`src/caf_pkg.sv`:
```
package caf_pkg;

   // ---------------------------------------------------------------
   // Sizes of the filter bank.
   // ---------------------------------------------------------------
   localparam int NUM_FILTERS = 16;
   localparam int NUM_CTRL = 4;
   localparam int PTR_W = 5;
   localparam int SID_W = 11;
   localparam int EID_W = 18;

   // ---------------------------------------------------------------
   // Register map: byte addresses, the word index is the address over four.
   // ---------------------------------------------------------------
   // Control pairs: low at 0x00 + 8*x, high at 0x04 + 8*x, x = 0..3.
   localparam logic [11:0] CTRL_BASE = 12'h000;
   // Identifier pairs: low at 0x40 + 8*x, high at 0x44 + 8*x.
   localparam logic [11:0] FOBJ_BASE = 12'h040;
   // Mask pairs: low at 0xc0 + 8*x, high at 0xc4 + 8*x.
   localparam logic [11:0] MASK_BASE = 12'h0c0;
   // Data-byte filtering mode control word.
   localparam logic [11:0] MODE_ADDR = 12'h140;
   // Last match result status word.
   localparam logic [11:0] STAT_ADDR = 12'h144;

   // ---------------------------------------------------------------
   // Field positions inside the 16-bit words.
   // ---------------------------------------------------------------
   localparam int CTL_EN_BIT = 7;
   localparam int HI_SEL_BIT = 14;
   localparam int HI_FILTER_STANDARD_ID_BIT11_BIT = 13;
   localparam int LO_EID_LSB = 11;
   localparam int RESET_VAL = 0;

   // Writable bits of each word; other bits read as zero.
   localparam logic [15:0] CTL_MASK = 16'h9f9f;
   localparam logic [15:0] HI_MASK = 16'h7fff;
   localparam logic [15:0] LO_MASK = 16'hffff;

endpackage : caf_pkg

```
`src/caf_filter.sv`:
```
// Register access over APB and the placing of the registers were decided locally.
module caf_filter
(
   input wire logic sys_clk,
   input wire logic reset,
   // APB slave.
   input wire logic psel,
   input wire logic penable,
   input wire logic pwrite,
   input wire logic [11:0] paddr,
   input wire logic [31:0] pwdata,
   output logic [31:0] prdata,
   output logic pready,
   output logic pslverr,
   // Received frame from the protocol engine.
   input wire logic rx_valid,
   input wire logic rx_extended,
   input wire logic [10:0] rx_standard_id,
   input wire logic [17:0] rx_extended_id,
   input wire logic [15:0] rx_data_bytes,
   // Acceptance result, one cycle after rx_valid.
   output logic accept_valid,
   output logic accept_hit,
   output logic [4:0] accept_object,
   output logic [3:0] accept_filter
);

   // ---------------------------------------------------------------
   // Storage.
   // ---------------------------------------------------------------
   // Control bytes, one per filter: enable at bit 7, pointer at 4:0.
   logic [7:0] filter_ctrl [caf_pkg::NUM_FILTERS];
   // Identifier high and low words per filter.
   logic [15:0] fobj_hi [caf_pkg::NUM_FILTERS];
   logic [15:0] fobj_lo [caf_pkg::NUM_FILTERS];
   // Mask high and low words per filter.
   logic [15:0] mask_hi [caf_pkg::NUM_FILTERS];
   logic [15:0] mask_lo [caf_pkg::NUM_FILTERS];
   // Data-byte filtering mode enable.
   logic data_byte_mode;
   // Count of frames accepted, for status readback.
   logic [15:0] hit_count;

   // Decoded access fields.
   logic wr_en;
   logic [3:0] idx;
   logic is_hi;
   logic [15:0] wdata16;
   logic in_ctrl;
   logic in_fobj;
   logic in_mask;

   // ---------------------------------------------------------------
   // Address decode.
   // ---------------------------------------------------------------
   // True when the address falls in the half-open span from lo up to
   // but not including hi. The identifier and mask banks start on
   // 8-byte but not 128-byte boundaries, so a plain compare of upper
   // address bits would alias them onto other words of the map.
   function automatic logic in_span(input logic [11:0] a,
      input logic [11:0] lo, input logic [11:0] hi);
      in_span = (a >= lo) && (a < hi);
   endfunction : in_span

   // Filter number inside a bank of sixteen 8-byte word pairs.
   function automatic logic [3:0] bank_index(input logic [11:0] a,
      input logic [11:0] base);
      logic [11:0] offset;
      offset = a - base;
      bank_index = offset[6:3];
   endfunction : bank_index

   // Every access completes in its first access cycle, so pready is
   // simply the access phase itself; no wait states are ever added.
   assign pready = psel && penable;
   assign wr_en = psel && penable && pwrite;
   assign is_hi = paddr[2];
   assign wdata16 = pwdata[15:0];
   assign in_ctrl = (paddr[11:5] == caf_pkg::CTRL_BASE[11:5]);
   // The identifier bank ends where the mask bank begins, and the mask
   // bank ends at the mode word.
   assign in_fobj = in_span(paddr, caf_pkg::FOBJ_BASE, caf_pkg::MASK_BASE);
   assign in_mask = in_span(paddr, caf_pkg::MASK_BASE, caf_pkg::MODE_ADDR);
   // One index serves both banks, picked by the bank addressed.
   assign idx = in_mask ? bank_index(paddr, caf_pkg::MASK_BASE) :
      bank_index(paddr, caf_pkg::FOBJ_BASE);

   // True for any word-aligned address inside the map.
   function automatic logic addr_mapped(input logic [11:0] a);
      addr_mapped = (a[1:0] == 2'h0) &&
         ((a[11:5] == caf_pkg::CTRL_BASE[11:5]) ||
          in_span(a, caf_pkg::FOBJ_BASE, caf_pkg::MODE_ADDR) ||
          (a == caf_pkg::MODE_ADDR) || (a == caf_pkg::STAT_ADDR));
   endfunction : addr_mapped

   // Unmapped or misaligned accesses answer with an error.
   assign pslverr = psel && penable && !addr_mapped(paddr);

   // ---------------------------------------------------------------
   // Filter control writes.
   // ---------------------------------------------------------------
   // Each control word holds two filters; the pair index picks the group
   // and the half picks which two of the four in that group are touched.
   // The bus has no byte strobes, so software must always rewrite both
   // filters of a word together, keeping the neighbour's byte intact.
   always_ff @(posedge sys_clk)
   begin
      if (reset)
      begin
         for (int i = 0; i < caf_pkg::NUM_FILTERS; i++)
            filter_ctrl[i] <= 8'h00;
      end
      else if (wr_en && in_ctrl && paddr[1:0] == 2'h0)
      begin
         // Reserved bits 6:5 are dropped so they read zero.
         filter_ctrl[{paddr[4:3], is_hi, 1'b0}] <=
            wdata16[7:0] & caf_pkg::CTL_MASK[7:0];
         filter_ctrl[{paddr[4:3], is_hi, 1'b1}] <=
            wdata16[15:8] & caf_pkg::CTL_MASK[15:8];
      end
   end

   // ---------------------------------------------------------------
   // Identifier object writes.
   // ---------------------------------------------------------------
   always_ff @(posedge sys_clk)
   begin
      if (reset)
      begin
         for (int i = 0; i < caf_pkg::NUM_FILTERS; i++)
         begin
            fobj_hi[i] <= 16'h0000;
            fobj_lo[i] <= 16'h0000;
         end
      end
      else if (wr_en && in_fobj && paddr[1:0] == 2'h0)
      begin
         // Bit 15 of the high word is unimplemented.
         if (is_hi)
            fobj_hi[idx] <= wdata16 & caf_pkg::HI_MASK;
         else
            fobj_lo[idx] <= wdata16 & caf_pkg::LO_MASK;
      end
   end

   // ---------------------------------------------------------------
   // Mask writes.
   // ---------------------------------------------------------------
   always_ff @(posedge sys_clk)
   begin
      if (reset)
      begin
         for (int i = 0; i < caf_pkg::NUM_FILTERS; i++)
         begin
            mask_hi[i] <= 16'h0000;
            mask_lo[i] <= 16'h0000;
         end
      end
      else if (wr_en && in_mask && paddr[1:0] == 2'h0)
      begin
         // Bit 15 of the high word is unimplemented.
         if (is_hi)
            mask_hi[idx] <= wdata16 & caf_pkg::HI_MASK;
         else
            mask_lo[idx] <= wdata16 & caf_pkg::LO_MASK;
      end
   end

   // ---------------------------------------------------------------
   // Mode register.
   // ---------------------------------------------------------------
   always_ff @(posedge sys_clk)
   begin
      if (reset)
         data_byte_mode <= 1'b0;
      else if (wr_en && paddr == caf_pkg::MODE_ADDR)
         data_byte_mode <= pwdata[0];
   end

   // ---------------------------------------------------------------
   // Read mux.
   // ---------------------------------------------------------------
   // Read data is registered on the setup cycle so that it stands
   // throughout the access phase.
   // The address is already valid in the setup cycle, so this costs no
   // latency and keeps the wide read mux off the output path.
   always_ff @(posedge sys_clk)
   begin
      if (reset)
         prdata <= 32'h0000_0000;
      else if (psel && !penable)
      begin
         prdata <= 32'h0000_0000;
         if (paddr[1:0] != 2'h0)
            prdata <= 32'h0000_0000;
         else if (in_ctrl)
            prdata <= {16'h0000,
               filter_ctrl[{paddr[4:3], is_hi, 1'b1}],
               filter_ctrl[{paddr[4:3], is_hi, 1'b0}]};
         else if (in_fobj)
            prdata <= {16'h0000, is_hi ? fobj_hi[idx] : fobj_lo[idx]};
         else if (in_mask)
            prdata <= {16'h0000, is_hi ? mask_hi[idx] : mask_lo[idx]};
         else if (paddr == caf_pkg::MODE_ADDR)
            prdata <= {31'h0000_0000, data_byte_mode};
         else if (paddr == caf_pkg::STAT_ADDR)
            prdata <= {hit_count, 2'h0, accept_hit, accept_object,
               accept_filter, 4'h0};
      end
   end

   // ---------------------------------------------------------------
   // Match logic.
   // ---------------------------------------------------------------
   // The stored standard bit eleven is kept for software only and takes
   // no part in the compare, since the frame carries no such bit.
   // One filter against the incoming frame; masked-out bits never
   // block a hit.
   function automatic logic filter_match(input int n);
      logic [10:0] f_sid;
      logic [10:0] m_sid;
      logic [17:0] f_eid;
      logic [17:0] m_eid;
      logic sel;
      logic type_en;
      logic sid_ok;
      logic eid_ok;
      logic data_ok;
      logic type_ok;
      f_sid = fobj_lo[n][10:0];
      m_sid = mask_lo[n][10:0];
      f_eid = {fobj_hi[n][12:0], fobj_lo[n][15:11]};
      m_eid = {mask_hi[n][12:0], mask_lo[n][15:11]};
      sel = fobj_hi[n][caf_pkg::HI_SEL_BIT];
      type_en = mask_hi[n][caf_pkg::HI_SEL_BIT];
      sid_ok = ((f_sid ^ rx_standard_id) & m_sid) == 11'h000;
      eid_ok = ((f_eid ^ rx_extended_id) & m_eid) == 18'h00000;
      // Data-byte mode uses the upper sixteen extended bits as a
      // pattern for the first two data bytes.
      data_ok = ((f_eid[17:2] ^ rx_data_bytes) & m_eid[17:2]) == 16'h0000;
      // Type restriction only when the mask asks for it.
      type_ok = !type_en || (sel == rx_extended);
      if (data_byte_mode && !rx_extended)
         filter_match = type_ok && sid_ok && data_ok;
      else if (rx_extended)
         filter_match = type_ok && sid_ok && eid_ok;
      else
         filter_match = type_ok && sid_ok;
   endfunction : filter_match

   // Pointer codes zero and 11000 to 11111 act as a disabled filter,
   // so a misprogrammed filter can never steer a frame into the
   // transmit queue or into a reserved object.
   // Combined per-filter hit, enable and pointer validity applied.
   logic [15:0] hit_vec;

   always_comb
   begin
      for (int i = 0; i < caf_pkg::NUM_FILTERS; i++)
      begin
         // Disabled filters and reserved pointers never hit.
         hit_vec[i] = filter_ctrl[i][caf_pkg::CTL_EN_BIT] &&
            filter_ctrl[i][4:0] != 5'h00 &&
            filter_ctrl[i][4:3] != 2'h3 &&
            filter_match(i);
      end
   end

   // Lowest-numbered hitting filter wins.
   // Scanning from the top down lets the lowest index assign last, so
   // no priority chain has to be written out by hand.
   logic [3:0] next_filter;
   logic next_hit;

   always_comb
   begin
      next_filter = 4'h0;
      next_hit = 1'b0;
      for (int i = caf_pkg::NUM_FILTERS - 1; i >= 0; i--)
      begin
         if (hit_vec[i])
         begin
            next_filter = i[3:0];
            next_hit = 1'b1;
         end
      end
   end

   // ---------------------------------------------------------------
   // Result registers.
   // ---------------------------------------------------------------
   always_ff @(posedge sys_clk)
   begin
      if (reset)
      begin
         accept_valid <= 1'b0;
         accept_hit <= 1'b0;
         accept_object <= 5'h00;
         accept_filter <= 4'h0;
      end
      else
      begin
         // Only the strobe pulses; the result fields hold until the
         // next frame so a slow consumer may read them at leisure.
         accept_valid <= rx_valid;
         if (rx_valid)
         begin
            accept_hit <= next_hit;
            accept_filter <= next_filter;
            // Object number equals the pointer value.
            accept_object <= next_hit ?
               filter_ctrl[next_filter][4:0] : 5'h00;
         end
      end
   end

   // Accepted-frame counter, wraps silently.
   // It counts frames that hit any enabled filter, and software sees it
   // in the upper half of the status word.
   always_ff @(posedge sys_clk)
   begin
      if (reset)
         hit_count <= 16'h0000;
      else if (rx_valid && next_hit)
         hit_count <= hit_count + 16'h0001;
   end

endmodule : caf_filter

```
`config.mk`:
```
export PLATFORM = sky130hd
export DESIGN_NAME = caf_filter
export DESIGN_NICKNAME = d
export VERILOG_FILES = /design/src/caf_pkg.sv /design/src/caf_filter.sv
export SDC_FILE = /design/constraint.sdc
export NUM_CORES = 2
export LEC_CHECK = 0
export ABC_AREA = 0
export BUFFER_PORTS_ARGS = -buffer_cell sky130_fd_sc_hd__clkbuf_2
export CAP_MARGIN = 20
export CORE_ASPECT_RATIO = 1.5
export CORE_MARGIN = 2
export CORE_UTILIZATION = 35
export DETAILED_ROUTE_END_ITERATION = 7
export GPL_TIMING_DRIVEN = 0
export PLACE_DENSITY_LB_ADDON = 0.3
export SLEW_MARGIN = 5
export SYNTH_ARGS = -nofsm -noshare
export SYNTH_HDL_FRONTEND = slang
export SYNTH_SLANG_ARGS = --single-unit
```
`constraint.sdc`:
```
create_clock -name sys_clk -period 3.1 [get_ports sys_clk]
set_input_delay 0.155 -clock sys_clk [delete_from_list [all_inputs] [get_ports sys_clk]]
set_output_delay 0.155 -clock sys_clk [all_outputs]
set_load 0.02 [all_outputs]
```
==> out/qor.tcl <==
set qor(drive_above_1_share_pct) 24.4
set qor(grt.met2_usage_pct) 66.4
set qor(synthDistinctLibCells) 70
set qor(grt_first_pass_wirelength_mm) 524
set qor(cts.reportedPaths.clkPinSlew_ns) 0.07
set qor(post-route-drc-count) 0
set qor(dp_hpwl_mm) 319
set qor(cts_htree_levels) 3
set qor(weighted_congestion_reported_at_the_end_of_routability_driven_placement) 1.12
set qor(drt_first_iter_violations) 8126
set qor(fin_tns_setup_ns) -12.28
set qor(ys_ff_latch) 1148
set qor(mostFrequentLayoutCell) {sky130_fd_sc_hd__and2_1}
set qor(synth.yosys.seq_area_share_pct) 52.6
set qor(preCtsSetupSlack_ns) -3.29
set qor(met1_usage_pct) 45.1
set qor(grt_setup_unrepaired) {true}
set qor(placement.io_buffers) 57
set qor(globalRouteOverflowTotal) 0
set qor(critPathMaxFanout) 6
set qor(failed_checks) {negative setup slack}
set qor(worst-setup-path-type) {flop to flop}
set qor(fp-row-count) 192
set qor(power_density_mw_per_mm2) 544
set qor(busiest_layer) {met2}
set qor(tightest_slew_ns) 1.34
set qor(layout.cells.most_common_list) {sky130_fd_sc_hd__and2_1, sky130_fd_sc_hd__edfxtp_1, sky130_fd_sc_hd__xor2_1, sky130_fd_sc_hd__mux4_2, sky130_fd_sc_hd__a22oi_1}
set qor(tritoncts) {yes}
set qor(remaining_max_slew_budget_at_the_tightest_pin_pct) 10.5
set qor(route.vias.total) 51600
set qor(antenna_violations_before_repair) 101
set qor(vias_per_cell) 6.57
set qor(run_status) {finished with violations}
set qor(clock-sinks) 1148
set qor(firstDrtPassIters) 8
set qor(max_freq_mhz) 262
set qor(io-pin-count) 141
set qor(antenna_violating_nets_post_route) 0
set qor(effective_utilization_at_floorplan_pct) 35.3
set qor(synthFlopType) {sky130_fd_sc_hd__edfxtp_1}
set qor(design.core.area_mm2) 0.183
set qor(fraction_of_the_cycle_the_final_worst_path_needs_pct) 123
set qor(worst-endpoint-arrival_ns) 4.53
set qor(synth_async_sr_flop_share_pct) 0
set qor(avgRoutedWirePerCell_um) 52.7
set qor(final-max-slew-violation-count) 0
set qor(yosys_warnings) 0
set qor(synthesis.area_per_instance_um2) 13.1
set qor(synth_net_count) 5014
set qor(max_cap_viol_count) 0
set qor(floorplan.die_area_mm2) 0.187
set qor(grt_start_max_net_pins) 17
set qor(skew_ns) 0.0639
set qor(fin_crit_ns) 3.82
set qor(die_width_um) 354
set qor(worstHoldPathType) {input pin to flop}
set qor(worst_setup_path_end_kind) {flop}
set qor(power.leakage_uw) 0.0266
set qor(finish.net_count) 5305
set qor(cts_buffers) 119
set qor(worstSkewPairLatency_ns) 0.83
set qor(die_h_um) 529
set qor(use_met3_pct) 16.3
set qor(groute.usage.overall_pct) 44.0
set qor(cp-start-kind) {flop}
set qor(syn_to_final_growth_pct) 17.5
set qor(layout_setup_ws_ns) -0.719
set qor(clk_path_buf_depth) 3
set qor(detailed_route_wl_mm) 414
set qor(power.ir.vdd_worst_mv) 0.472
set qor(synth_edf_count) 1088
set qor(timing.critical_path.required_ns) 3.81
set qor(finalHoldViolations) 0
set qor(post_synth_inst_count) 4917
set qor(setup-violations-final) 117
set qor(ctsRootBufferMaster) {sky130_fd_sc_hd__clkbuf_16}
set qor(first_global_vias) 48400
set qor(area_of_the_mapped_netlist_mm2) 0.0644
==> routing by layer <==
| metal | vias up | share of wire (%) |
|---|---|---|
| met5 | - | 0.059 |
| met4 | 34 | 13 |
| met3 | 1686 | 11 |
| met2 | 4698 | 45 |
| met1 | 26300 | 31 |
| li1 | 18900 | - |
==> power breakdown <==
group	leakage [uW]	internal, uW	total (uW)	switching, uW
Clock	0.00191	8350	15400	7030
Sequential	0.0108	17700	18700	1020
Combinational	0.0139	2060	7030	4970
==> cell families (layout without fill, tap and decap cells) <==
kind of cell | after synthesis | after routing | synth area share, %
muxes | 397 | 397 | 12.7
AOI/OAI and AO/OA | 563 | 563 | 6.53
adders and majority gates | 1 | 1 | 0.0194
and+or+nand+nor | 1641 | 1641 | 14.9
buffers and inverters | 421 | 815 | 3.16
DFF | 1148 | 1148 | 52.6
xor gates and xnor gates | 746 | 746 | 10.1
other | 0 | 121 | 0
==> Yosys cell counts (8+ instances only) <==
| library cell | number | area share (%) |
|---|---|---|
| sky130_fd_sc_hd__and2_1 | 1095 | 11 |
| sky130_fd_sc_hd__edfxtp_1 | 1088 | 51 |
| sky130_fd_sc_hd__xor2_1 | 739 | 10 |
| sky130_fd_sc_hd__a22oi_1 | 344 | 4.0 |
| sky130_fd_sc_hd__mux4_2 | 333 | 12 |
| sky130_fd_sc_hd__clkbuf_1 | 248 | 1.4 |
| sky130_fd_sc_hd__nand2_1 | 136 | 0.79 |
| sky130_fd_sc_hd__nor2_1 | 136 | 0.79 |
| sky130_fd_sc_hd__nand4_1 | 75 | 0.73 |
| sky130_fd_sc_hd__or2_2 | 72 | 0.70 |
| sky130_fd_sc_hd__dfxtp_1 | 60 | 1.9 |
| sky130_fd_sc_hd__buf_2 | 56 | 0.44 |
| sky130_fd_sc_hd__mux2i_1 | 51 | 0.79 |
| sky130_fd_sc_hd__buf_1 | 44 | 0.26 |
| sky130_fd_sc_hd__o21ai_0 | 42 | 0.33 |
| sky130_fd_sc_hd__a21oi_1 | 36 | 0.28 |
| sky130_fd_sc_hd__buf_4 | 33 | 0.38 |
| sky130_fd_sc_hd__nand3_1 | 31 | 0.24 |
| sky130_fd_sc_hd__buf_6 | 28 | 0.49 |
| sky130_fd_sc_hd__a221oi_1 | 27 | 0.37 |
| sky130_fd_sc_hd__nor3_1 | 22 | 0.17 |
| sky130_fd_sc_hd__or4_1 | 20 | 0.23 |
| sky130_fd_sc_hd__a22o_1 | 19 | 0.26 |
| sky130_fd_sc_hd__and3_1 | 18 | 0.17 |
| sky130_fd_sc_hd__mux2_2 | 13 | 0.23 |
| sky130_fd_sc_hd__a2111oi_0 | 12 | 0.16 |
| sky130_fd_sc_hd__nand2b_1 | 10 | 0.097 |
| sky130_fd_sc_hd__or3_1 | 10 | 0.097 |
| sky130_fd_sc_hd__o221ai_1 | 9 | 0.12 |
| sky130_fd_sc_hd__inv_1 | 8 | 0.047 |
==> worst max-delay path, cell delays in order, from the launching register on <==
cell,delay (ns)
sky130_fd_sc_hd__edfxtp_1,0.67
sky130_fd_sc_hd__a22oi_1,0.46
sky130_fd_sc_hd__nand4_1,0.23
sky130_fd_sc_hd__o21ai_2,0.39
sky130_fd_sc_hd__nand4_1,0.15
sky130_fd_sc_hd__buf_4,0.21
sky130_fd_sc_hd__o31ai_2,0.10
sky130_fd_sc_hd__a21oi_4,0.16
sky130_fd_sc_hd__a21boi_4,0.24
sky130_fd_sc_hd__buf_12,0.15
sky130_fd_sc_hd__buf_12,0.14
sky130_fd_sc_hd__mux2i_1,0.20
sky130_fd_sc_hd__a32o_2,0.26
sky130_fd_sc_hd__a31oi_1,0.07
sky130_fd_sc_hd__a32o_1,0.26
==> stage by stage <==
step	total power (uW)	hold WS (ns)	util (%)	std cells	cell area, um^2
after detailed placement	25100	0.452	37.5	7442	68500
after CTS	40300	0.00780	41.0	7723	74800
final	41100	0.00908	41.4	7857	75600
after global routing	41300	0.0163	41.3	7778	75400
after floorplan	21300	0.425	-	4917	64400
after global placement	25000	0.447	37.1	7399	67700
==> registers in the layout, summed over array words and instances, names as in the netlist, 4 cells and up <==
name and cells:
accept_filter 4, filter_ctrl 96, prdata 32, fobj_lo 256, fobj_hi 240, accept_object 5, mask_lo 256, mask_hi 240
hit_count 16
==> worst paths after layout <==
path / from / end / slack (ns) / cells past startpoint
max: mask_hi[6][8] / accept_object[4] / -0.72 / 14
min: paddr[0] / prdata[2] / 0.009 / 5
max reg2reg: mask_hi[6][8] / accept_object[4] / -0.72 / 14
min reg2reg: prdata[10] / prdata[10] / 0.46 / 2
==> layout make-up <==
type                    instances  area (um^2)
multi-input cells            3348        30200
plain buffers                 410         2450
clock inverters                66          652
fillers                     17100       107000
clock buffers                 158         3310
diodes                        121          303
flip-flops and latches       1148        33900
inverters                       8         30.0
repair buffers                173         1730
well taps                    2425         3030
==> what timing repair did <==
action                                  4_1_cts  5_1_grt
setup buffers                                51       11
gates cloned                                  2        2
endpoints found under the setup margin     2236     1393
gates resized for setup                     502       95
pin swaps                                    71       31
hold endpoints to repair                     20        0
hold buffers                                  4        0
No activity file was read; power rests on OpenSTA's default activity.
